File: src/core/pmt_pkg.sv
/*
 * pmt_pkg: constants for the 10/100 line datapath timing block: clock rate,
 * line bit times, pipeline latencies, reset and link pulse timing, codes.
 * Assumes a single 40 MHz system clock; every count is in those cycles.
 */
package pmt_pkg;
	// system clock
	localparam int CLK_PERIOD_NS = 25; // 40 MHz
	localparam int CLK_KHZ = 40000; // cycles per millisecond
	localparam int SYNC_CYC = 2; // two-flop pin synchroniser depth
	// line bit times
	localparam int BIT10_NS = 100;
	localparam int BIT100_NS = 10;
	localparam int BIT10_CYC = BIT10_NS / CLK_PERIOD_NS;
	// receive latency ceilings in bit times, longest times round down
	localparam int RX10_MAX_BITS = 7;
	localparam int RX100_MAX_BITS = 17;
	localparam int RX10_LAT_CYC = RX10_MAX_BITS * BIT10_NS / CLK_PERIOD_NS;
	localparam int RX100_LAT_CYC = RX100_MAX_BITS * BIT100_NS / CLK_PERIOD_NS;
	// stage index inside the receive pipeline (sync and output flop removed)
	localparam int RX10_TAP = RX10_LAT_CYC - SYNC_CYC - 1;
	localparam int RX100_TAP = RX100_LAT_CYC - SYNC_CYC - 1;
	localparam int RX_PIPE_DEPTH = RX10_TAP;
	// transmit latency ceilings in bit times
	localparam int TX10_MAX_BITS = 2;
	localparam int TX100_MAX_BITS = 3;
	localparam int TX10_LAT_CYC = TX10_MAX_BITS * BIT10_NS / CLK_PERIOD_NS;
	localparam int TX100_LAT_CYC = TX100_MAX_BITS * BIT100_NS / CLK_PERIOD_NS;
	// carrier sense during half-duplex transmit
	localparam int CRS_ON_MAX_BITS = 2;
	localparam int CRS_OFF_TYP_BITS = 2;
	localparam int CRS_OFF_MAX_BITS = 4;
	localparam int CRS_ON_CYC = CRS_ON_MAX_BITS * BIT10_CYC;
	localparam int CRS_OFF_CYC = CRS_OFF_MAX_BITS * BIT10_CYC;
	localparam int CRS_HOLD_CYC = CRS_OFF_TYP_BITS * BIT10_CYC - SYNC_CYC - 1;
	// reset sequencing
	localparam int LONG_W = 21; // width of the long counters
	localparam int POR_MIN_MS = 40;
	localparam int TXCLK_TYP_MS = 35;
	localparam int RST_MIN_NS = 200;
	localparam int ISOLATE_NS = 60;
	localparam int POR_CYC = POR_MIN_MS * CLK_KHZ;
	localparam int TXCLK_CYC = TXCLK_TYP_MS * CLK_KHZ;
	localparam int RST_MIN_CYC = (RST_MIN_NS + CLK_PERIOD_NS - 1) / CLK_PERIOD_NS;
	localparam int ISOLATE_CYC = ISOLATE_NS / CLK_PERIOD_NS;
	// normal link pulses
	localparam int NLP_WIDTH_NS = 100;
	localparam int NLP_PERIOD_MS = 20;
	localparam int NLP_MIN_MS = 8;
	localparam int NLP_WIDTH_CYC = NLP_WIDTH_NS / CLK_PERIOD_NS;
	localparam int NLP_PERIOD_CYC = NLP_PERIOD_MS * CLK_KHZ;
	// 100 Mb/s code groups
	localparam logic [4:0] CODE_J = 5'h18;
	localparam logic [4:0] CODE_K = 5'h11;
	localparam logic [4:0] CODE_T = 5'h0d;
	localparam logic [4:0] CODE_R = 5'h07;
	localparam logic [4:0] CODE_IDLE = 5'h1f;
	localparam logic [4:0] CODE_4B5B [16] = '{5'h1e, 5'h09, 5'h14, 5'h15,
		5'h0a, 5'h0b, 5'h0e, 5'h0f, 5'h12, 5'h13, 5'h16, 5'h17,
		5'h1a, 5'h1b, 5'h1c, 5'h1d};
	// 100 Mb/s transmit framing states
	typedef enum logic [2:0] {
		PMT_TX_IDLE, PMT_TX_J, PMT_TX_K, PMT_TX_DATA, PMT_TX_T, PMT_TX_R
	} pmt_tx_state_t;
endpackage : pmt_pkg

File: src/core/pmt_datapath.sv
/*
 * pmt_datapath: timing model of a 10/100 transceiver datapath between the
 * nibble bus of the attached MAC and the twisted-pair line, with reset
 * sequencing, transmit clock gating and 10 Mb/s link pulses.
 * Assumes all pins are asynchronous to sys_clk_in and are synchronised here;
 * the line side is abstracted to nibbles, code groups and one serial pin.
 */
`timescale 1ns/1ps
// Summary of operation
// - 10M receive nibble out within 7 bits
// - 10M first transmit bit within 2 bits
// - 100M /J/ on line within 3 bits
// - 10M half-duplex CRS rises within 2 bits of TXEN
// - CRS falls within 4 bits, typically 2
// - 100M receive /J/ out within 17 bits
// - power-on reset completes after 40 ms
// - reset pin low isolates device within 60 ns
// - transmit clock valid 35 ms after release
// - link pulses are 100 ns wide
// - idle link pulses spaced 20 ms apart
module pmt_datapath #(
	parameter logic [pmt_pkg::LONG_W-1:0] POR_CYC_P =
		pmt_pkg::LONG_W'(pmt_pkg::POR_CYC),
	parameter logic [pmt_pkg::LONG_W-1:0] TXCLK_CYC_P =
		pmt_pkg::LONG_W'(pmt_pkg::TXCLK_CYC),
	parameter logic [pmt_pkg::LONG_W-1:0] NLP_PERIOD_CYC_P =
		pmt_pkg::LONG_W'(pmt_pkg::NLP_PERIOD_CYC)
) (
	// clock, reset, enable
	input wire logic sys_clk_in,
	input wire logic rst_in,
	input wire logic ce_in,
	// configuration pins
	input wire logic speed_100_in,
	input wire logic full_duplex_in,
	input wire logic hw_reset_n_in,
	// media independent side
	input wire logic mii_ref_clk_in,
	input wire logic tx_en_in,
	input wire logic [3:0] txd_in,
	output logic tx_clk_out,
	output logic [3:0] rxd_out,
	output logic rx_dv_out,
	output logic crs_out,
	// line side
	input wire logic [3:0] line_receive_pair_in,
	input wire logic line_receive_act_in,
	output logic line_transmit_pos_out,
	output logic [4:0] line_transmit_code_out,
	// status
	output logic isolated_out,
	output logic ready_out
);
	import pmt_pkg::*;

	localparam int SYNC_W = 14;
	localparam int RX10_D = RX10_LAT_CYC;
	localparam int RX100_D = RX100_LAT_CYC;
	localparam int ISO_D = ISOLATE_CYC; // isolation bound in cycles
	localparam int CRS_ON_D = CRS_ON_CYC;
	localparam int CRS_OFF_D = CRS_OFF_CYC;
	localparam int NLP_W_D = NLP_WIDTH_CYC;

	logic [SYNC_W-1:0] pin_meta; // first synchroniser stage
	logic [SYNC_W-1:0] pin_sync; // second stage, the only one the logic reads
	logic spd100; // 100 Mb/s selected
	logic fdx; // full duplex selected
	logic rst_pin_n; // synchronised reset pin
	logic ref_clk; // synchronised transmit reference clock
	logic ref_d; // previous reference clock level
	logic tx_en; // synchronised transmit enable
	logic [3:0] txd; // synchronised transmit nibble
	logic rx_act; // synchronised line activity
	logic [3:0] rx_nib; // synchronised line nibble
	logic sample; // rising edge of the reference clock
	logic [LONG_W-1:0] init_cnt; // remaining initialisation time
	logic [3:0] low_cnt; // reset pin low time, saturating
	logic ready; // initialisation complete and not isolated
	logic [4:0] rx_pipe [RX_PIPE_DEPTH]; // receive delay line
	logic [4:0] rx_tap; // selected stage
	logic [3:0] tx_shift; // 10M serialiser
	logic [2:0] tx_bits; // bits left in the serialiser
	logic [1:0] bit_cnt; // cycles within one 10M bit
	pmt_tx_state_t tx_state; // 100M framing state
	logic [2:0] crs_cnt; // carrier hold after transmit ends
	logic tx_en_d; // previous synchronised enable
	logic [LONG_W-1:0] nlp_cnt; // spacing between link pulses
	logic [2:0] nlp_width; // cycles left in current pulse
	logic nlp_on; // pulse on the line

	assign {spd100, fdx, rst_pin_n, ref_clk, tx_en, txd, rx_act, rx_nib} =
		pin_sync;
	assign sample = ref_clk & ~ref_d;
	assign ready = (init_cnt == '0) & rst_pin_n;

	// two-flop synchroniser for every pin
	always_ff @(posedge sys_clk_in) begin
		if (rst_in) begin
			pin_meta <= '0;
			pin_sync <= '0;
		end else if (ce_in) begin
			pin_meta <= {speed_100_in, full_duplex_in, hw_reset_n_in,
				mii_ref_clk_in, tx_en_in, txd_in, line_receive_act_in,
				line_receive_pair_in};
			pin_sync <= pin_meta;
		end
	end

	// reference clock edge finder
	always_ff @(posedge sys_clk_in) begin
		if (rst_in) begin
			ref_d <= 1'b0;
		end else if (ce_in) begin
			ref_d <= ref_clk;
		end
	end

	// reset pin low time, for pulse width qualification
	always_ff @(posedge sys_clk_in) begin
		if (rst_in) begin
			low_cnt <= '0;
		end else if (ce_in) begin
			if (rst_pin_n) begin
				low_cnt <= '0;
			end else if (low_cnt != 4'(RST_MIN_CYC)) begin
				low_cnt <= low_cnt + 4'h1;
			end
		end
	end

	// power-on and pin reset initialisation counter
	always_ff @(posedge sys_clk_in) begin
		if (rst_in) begin
			init_cnt <= POR_CYC_P;
		end else if (ce_in) begin
			if (!rst_pin_n && low_cnt == 4'(RST_MIN_CYC)) begin
				init_cnt <= TXCLK_CYC_P;
			end else if (init_cnt != '0) begin
				init_cnt <= init_cnt - 1'b1;
			end
		end
	end

	// isolation follows the synchronised pin, one cycle after it falls
	always_ff @(posedge sys_clk_in) begin
		if (rst_in) begin
			isolated_out <= 1'b1;
			ready_out <= 1'b0;
			tx_clk_out <= 1'b0;
		end else if (ce_in) begin
			isolated_out <= ~rst_pin_n;
			ready_out <= ready;
			tx_clk_out <= ref_clk & ready;
		end
	end

	// receive delay line, one stage per cycle
	generate
		for (genvar i = 0; i < RX_PIPE_DEPTH; i++) begin : g_rx
			always_ff @(posedge sys_clk_in) begin
				if (rst_in) begin
					rx_pipe[i] <= '0;
				end else if (ce_in) begin
					if (i == 0) begin
						rx_pipe[i] <= {rx_act, rx_nib};
					end else begin
						rx_pipe[i] <= rx_pipe[i-1];
					end
				end
			end
		end
	endgenerate

	// tap chosen by line rate so latency is in line bit times
	always_comb begin
		if (spd100) begin
			rx_tap = rx_pipe[RX100_TAP-1];
		end else begin
			rx_tap = rx_pipe[RX10_TAP-1];
		end
	end

	// receive outputs toward the MAC
	always_ff @(posedge sys_clk_in) begin
		if (rst_in) begin
			rx_dv_out <= 1'b0;
			rxd_out <= '0;
		end else if (ce_in) begin
			rx_dv_out <= rx_tap[4] & ready;
			rxd_out <= ready ? rx_tap[3:0] : 4'h0;
		end
	end

	// 10M serialiser: nibble loaded on the sample edge, LSB first
	always_ff @(posedge sys_clk_in) begin
		if (rst_in) begin
			tx_shift <= '0;
			tx_bits <= '0;
			bit_cnt <= '0;
		end else if (ce_in) begin
			if (sample && tx_en && !spd100 && ready) begin
				tx_shift <= txd;
				tx_bits <= 3'h4;
				bit_cnt <= '0;
			end else if (tx_bits != '0) begin
				bit_cnt <= bit_cnt + 2'h1;
				if (bit_cnt == 2'(BIT10_CYC - 1)) begin
					tx_shift <= {1'b0, tx_shift[3:1]};
					tx_bits <= tx_bits - 3'h1;
				end
			end
		end
	end

	// 100M framing: /J/ /K/, data, then /T/ /R/ and idle
	always_ff @(posedge sys_clk_in) begin
		if (rst_in) begin
			tx_state <= PMT_TX_IDLE;
			line_transmit_code_out <= CODE_IDLE;
		end else if (ce_in) begin
			if (!spd100 || !ready) begin
				tx_state <= PMT_TX_IDLE;
				line_transmit_code_out <= CODE_IDLE;
			end else if (sample) begin
				case (tx_state)
					PMT_TX_IDLE: begin
						if (tx_en) begin
							tx_state <= PMT_TX_J;
							line_transmit_code_out <= CODE_J;
						end
					end
					PMT_TX_J: begin
						tx_state <= PMT_TX_K;
						line_transmit_code_out <= CODE_K;
					end
					PMT_TX_K, PMT_TX_DATA: begin
						if (tx_en) begin
							tx_state <= PMT_TX_DATA;
							line_transmit_code_out <= CODE_4B5B[txd];
						end else begin
							tx_state <= PMT_TX_T;
							line_transmit_code_out <= CODE_T;
						end
					end
					PMT_TX_T: begin
						tx_state <= PMT_TX_R;
						line_transmit_code_out <= CODE_R;
					end
					PMT_TX_R: begin
						tx_state <= PMT_TX_IDLE;
						line_transmit_code_out <= CODE_IDLE;
					end
					default: begin
						tx_state <= PMT_TX_IDLE;
						line_transmit_code_out <= CODE_IDLE;
					end
				endcase
			end
		end
	end

	// carrier sense, half duplex only: own transmit at 10M, or line activity
	always_ff @(posedge sys_clk_in) begin
		if (rst_in) begin
			crs_out <= 1'b0;
			crs_cnt <= '0;
			tx_en_d <= 1'b0;
		end else if (ce_in) begin
			tx_en_d <= tx_en;
			if (tx_en && !spd100 && !fdx && ready) begin
				crs_out <= 1'b1;
				crs_cnt <= 3'(CRS_HOLD_CYC);
			end else if (crs_cnt != '0) begin
				crs_cnt <= crs_cnt - 3'h1;
				crs_out <= 1'b1;
			end else begin
				crs_out <= rx_act & ready & ~fdx;
			end
		end
	end

	// link pulse spacing and width while the 10M line is idle
	always_ff @(posedge sys_clk_in) begin
		if (rst_in) begin
			nlp_cnt <= '0;
			nlp_width <= '0;
			nlp_on <= 1'b0;
		end else if (ce_in) begin
			if (spd100 || !ready || tx_en || tx_bits != '0) begin
				nlp_cnt <= '0;
				nlp_width <= '0;
				nlp_on <= 1'b0;
			end else if (nlp_width != '0) begin
				nlp_width <= nlp_width - 3'h1;
				nlp_on <= (nlp_width != 3'h1);
			end else if (nlp_cnt == NLP_PERIOD_CYC_P - 1'b1) begin
				nlp_cnt <= '0;
				nlp_width <= 3'(NLP_WIDTH_CYC);
				nlp_on <= 1'b1;
			end else begin
				nlp_cnt <= nlp_cnt + 1'b1;
			end
		end
	end

	// serial line pin: data bit, otherwise the idle link pulse
	always_ff @(posedge sys_clk_in) begin
		if (rst_in) begin
			line_transmit_pos_out <= 1'b0;
		end else if (ce_in) begin
			line_transmit_pos_out <= (tx_bits != '0) ? tx_shift[0] : nlp_on;
		end
	end

	// checks, assuming ce_in high and rate pins stable around the event
	a_rx10_latency: assert property (@(posedge sys_clk_in)
		disable iff (rst_in || !ce_in)
		($rose(pin_meta[4]) && !spd100 && ready)[*1] ##0 1'b1
		|-> ##(RX10_D - 1) (rx_dv_out || !ready || spd100))
		else $error("10M receive nibble late");
	a_rx100_latency: assert property (@(posedge sys_clk_in)
		disable iff (rst_in || !ce_in)
		($rose(pin_meta[4]) && spd100 && ready)
		|-> ##(RX100_D - 1) (rx_dv_out || !ready || !spd100))
		else $error("100M receive code late");
	a_tx10_first_bit: assert property (@(posedge sys_clk_in)
		disable iff (rst_in || !ce_in)
		(sample && tx_en && !spd100 && ready)
		|-> ##2 (line_transmit_pos_out == $past(txd[0], 2)))
		else $error("10M first bit late");
	a_tx100_j_code: assert property (@(posedge sys_clk_in)
		disable iff (rst_in || !ce_in)
		(sample && tx_en && spd100 && ready && tx_state == PMT_TX_IDLE)
		|=> line_transmit_code_out == CODE_J)
		else $error("100M start code late");
	a_crs_on: assert property (@(posedge sys_clk_in)
		disable iff (rst_in || !ce_in)
		($rose(tx_en_in) && !spd100 && !fdx && ready)
		|-> ##[1:CRS_ON_D] crs_out)
		else $error("carrier sense rise late");
	a_crs_off: assert property (@(posedge sys_clk_in)
		disable iff (rst_in || !ce_in)
		($fell(tx_en) && !spd100 && !fdx && !rx_act && !tx_en_in)
		|-> crs_out [*5] ##[1:CRS_OFF_D] !crs_out)
		else $error("carrier sense hold wrong");
	a_nlp_width: assert property (@(posedge sys_clk_in)
		disable iff (rst_in || !ce_in)
		($rose(nlp_on) && !spd100 && ready && !tx_en)
		|-> nlp_on [*4] ##1 !nlp_on)
		else $error("link pulse width wrong");
	a_nlp_spacing: assert property (@(posedge sys_clk_in)
		disable iff (rst_in || !ce_in)
		$rose(nlp_on) |-> (nlp_cnt == '0 && $past(nlp_cnt) != '0))
		else $error("link pulse early");
	a_isolate: assert property (@(posedge sys_clk_in)
		disable iff (rst_in || !ce_in)
		$fell(pin_meta[11]) |-> ##[1:ISO_D] isolated_out)
		else $error("isolation late");
	a_reset_qual: assert property (@(posedge sys_clk_in)
		disable iff (rst_in || !ce_in)
		(!rst_pin_n && low_cnt == 4'(RST_MIN_CYC))
		|=> init_cnt == TXCLK_CYC_P)
		else $error("qualified reset not honoured");
endmodule : pmt_datapath

File: config.mk
export PLATFORM = sky130hd
export DESIGN_NAME = pmt_datapath
export DESIGN_NICKNAME = d
export VERILOG_FILES = /design/src/core/pmt_pkg.sv /design/src/core/pmt_datapath.sv
export SDC_FILE = /design/constraint.sdc
export NUM_CORES = 1
export LEC_CHECK = 0
export ABC_AREA = 1
export BUFFER_PORTS_ARGS = -buffer_cell sky130_fd_sc_hd__buf_2
export CAP_MARGIN = 20
export CORE_ASPECT_RATIO = 0.75
export CORE_MARGIN = 5
export CORE_UTILIZATION = 50
export DETAILED_ROUTE_END_ITERATION = 8
export PLACE_DENSITY = 0.66
export SYNTH_ARGS = -nofsm -noshare
export SYNTH_HDL_FRONTEND = slang
export SYNTH_SLANG_ARGS = --single-unit
File: constraint.sdc
create_clock -name sys_clk_in -period 13.3 [get_ports sys_clk_in]
set_input_delay 1.995 -clock sys_clk_in [delete_from_list [all_inputs] [get_ports sys_clk_in]]
set_output_delay 1.995 -clock sys_clk_in [all_outputs]
set_load 0.005 [all_outputs]
==> results.yml <==
run_status:
  outcome: "completed"
min_path:
  holdCritStartpoint: "pin_meta[4]$_SDFFE_PP0P_"
  holdPathStages: 2
  hold_class: "flip-flop to flip-flop"
sta:
  hold_ws_ns: 0.464
  tns_ns: 0
  period_needed_ns: 4.30
  finalHoldViolCount: 0
  post-route-period-util: 0.324
  fmax_ghz: 0.232
  relSlewSlack: 0.282
  worst_slew_pin_slew_ns: 1.08
  slew_viol_final: 0
  clock_skew_ns: 0.0150
  rsz0062_at_grt: "no"
  setup_violations: 0
logic_synthesis:
  synth_edf_count: 125
  syn-cell-area_mm2: 0.0104
  ys_seq_area_frac: 0.572
  yosysWarnings: 0
  synthFlopType: "edfxtp_1"
  yosysMostFrequentCell: "nor2_1"
  yosys-top-cells-area: "edfxtp_1 (36%), dfxtp_1 (21%), nor2_1 (8.5%), inv_1 (7.7%), nand2_1 (7.4%)"
  post-synth-top-area-fraction: 0.361
  ys_ff_latch: 234
  async_flop_share: 0
  netlist_instances: 1208
  synth_top_area_cell: "edfxtp_1"
  ys_top_cells_by_count: "nor2_1 (234), inv_1 (214), nand2_1 (205)"
  avgSynthCellArea_um2: 8.60
  syn-num-nets: 1236
  ys_types: 42
drt:
  topRoutingLayerUsed: "met4"
  drt_iter0_drc: 772
  drc: 0
  routed_via_density: 4.88
  met2WireLength_um: 7740
  ant_nets: 0
  wl_met3_um: 1090
  dr.pass1.iters: 6
  vias: 7475
  m1WireLength_um: 10600
  wl_um: 19700
  wl_per_cell_um: 12.8
placed_design:
  dp_cells: 1489
  port_buffers: 31
  globalplace.congestion: 0.904
  place_hpwl_um: 13000
  place_area_mm2: 0.0108
clock_tree:
  clkTransAtPathRegs_ns: 0.06
  cts_buffer_depth: 3
  ctsResizeCount: 0
  cts_tree: "done"
  cts_buffers: 23
  cts_max_level: 1
  cts_hold_buffers: 0
  cts_setup_buffers: 0
  numClockSinks: 234
  ctsRootBufferMaster: "clkbuf_16"
  clock_latency_ns: 0.50
floorplanning:
  coreArea_mm2: 0.0203
  die_h_um: 135
  placementRows: 45
  ios: 32
  dieArea_mm2: 0.0238
  initial_core_util: 0.511
  die_w_um: 176
final_layout:
  antennaDiodeCount: 0
  fin_area_mm2: 0.0115
  fill_cells: 1832
  fin_cells: 1531
  area_growth_pct: 10.8
  drive_above_1_share: 0.0881
  nets: 1260
worst_setup_path:
  critPathKind: "input pin to flip-flop"
  endpoint: "rx_pipe[1][9]$_SDFFCE_PN0P_"
  crit_path_end_kind: "flip-flop"
  cp.required_ns: 13.42
  reg2reg_depth: 10
  arrival_ns: 4.42
  crit_fanout: 83
  reg2reg_from: "pin_sync[11]$_SDFFE_PP0P_"
  ff2ff_setup_slack_ns: 10.80
  startpoint_type: "input pin"
  r2r-end: "init_cnt[9]$_SDFFE_PP1P_"
  crit_start: "rst_in"
grt:
  grt_max_degree: 102
  grt_pass1_wl_um: 33000
  antenna_found_initial: 0
  grt_overflow: 0
  grt_use_total: 0.164
  first_global_vias: 6704
power_and_ir_drop:
  powerDensity_mw_per_mm2: 136
  irDropWorstVdd_uv: 85.9
  leakage_nw: 4.62
flow_run:
  drv_cap: 0
-- worst min path at each step --
stage / endpoint / slack (ns)
6_report: pin_sync[4]$_SDFFE_PP0P_ / 0.46
5_1_grt: line_transmit_code_out[2]$_SDFFE_PP1P_ / 0.49
4_1_cts: pin_sync[1]$_SDFFE_PP0P_ / 0.47
3_5_place_dp: line_transmit_code_out[2]$_SDFFE_PP1P_ / 0.45
3_3_place_gp: ref_d$_SDFFE_PP0P_ / 0.44
2_1_floorplan: ref_d$_SDFFE_PP0P_ / 0.43
-- sequential cells by signal, summed over array words and instances, names as in the netlist, 5 cells and up --
register                cells
pin_meta                   14
nlp_cnt                    21
init_cnt                   21
line_transmit_code_out      5
pin_sync                   14
rx_pipe                   125
-- metrics by stage --
step	worst slack, ns	total power, W	utilization
floorplan	6.79	0.000925	-
global placement	8.51	0.000951	0.530
detailed placement	8.48	0.000954	0.530
CTS	8.99	0.00158	0.566
global route	8.75	0.00164	0.566
finish	9.00	0.00157	0.566
-- final cells by class --
| class | instances | area (µm²) | share of cell area |
|---|---|---|---|
| Clock buffer | 33 | 626 | 0.0544 |
| Clock inverter | 9 | 101 | 0.00881 |
| Inverter | 220 | 833 | 0.0724 |
| Multi-Input combinational cell | 719 | 3480 | 0.302 |
| Sequential cell | 234 | 5940 | 0.516 |
| Tap cell | 282 | 353 | 0.0307 |
| Timing Repair Buffer | 34 | 178 | 0.0154 |
-- layer usage --
layer | track usage | vias to the layer above
li1 | - | 3876
met1 | 0.275 | 3384
met2 | 0.225 | 195
met3 | 0.0255 | 20
met4 | 0.0279 | 0
met5 | 0 | -
-- where the power goes --
| part | switching, W | internal (W) | total [W] |
|---|---|---|---|
| clock network | 0.000263 | 0.000367 | 0.000630 |
| registers | 0.0000176 | 0.000800 | 0.000818 |
| logic | 0.0000828 | 0.0000380 | 0.000121 |
-- cells by family (layout without fill, tap and decap cells) --
kind of cell               Yosys count  count (layout)  share of synthesized area
adders and majority gates           11              11                     0.0133
and+or+nand+nor                    556             556                      0.232
AOI/OAI and AO/OA                  133             133                     0.0737
DFF                                234             234                      0.572
xor gates and xnor gates            19              19                     0.0160
buffers and inverters              255             296                     0.0939
-- cell usage in the layout, fill, tap and decap left out, drive strengths merged, types with 4 or more instances in the layout --
cell type  synthesis  routed
inv              220     221
ha                11      11
or2                4       4
nand4             20      20
o21ai             53      53
dfxtp            109     109
nand2            213     213
xnor2              5       5
o211ai            10      10
o22ai             14      14
edfxtp           125     125
nor3              16      16
clkbuf            29      33
nand3             56      56
a21oi             43      43
buf                6      34
xor2              14      14
nor2             245     245
-- critical path, cell delays in order --
cell and delay (ns):
buf_2 0.57, nor2_1 0.39, inv_6 0.57, buf_4 0.79
Power figures use the tool's default switching activity.
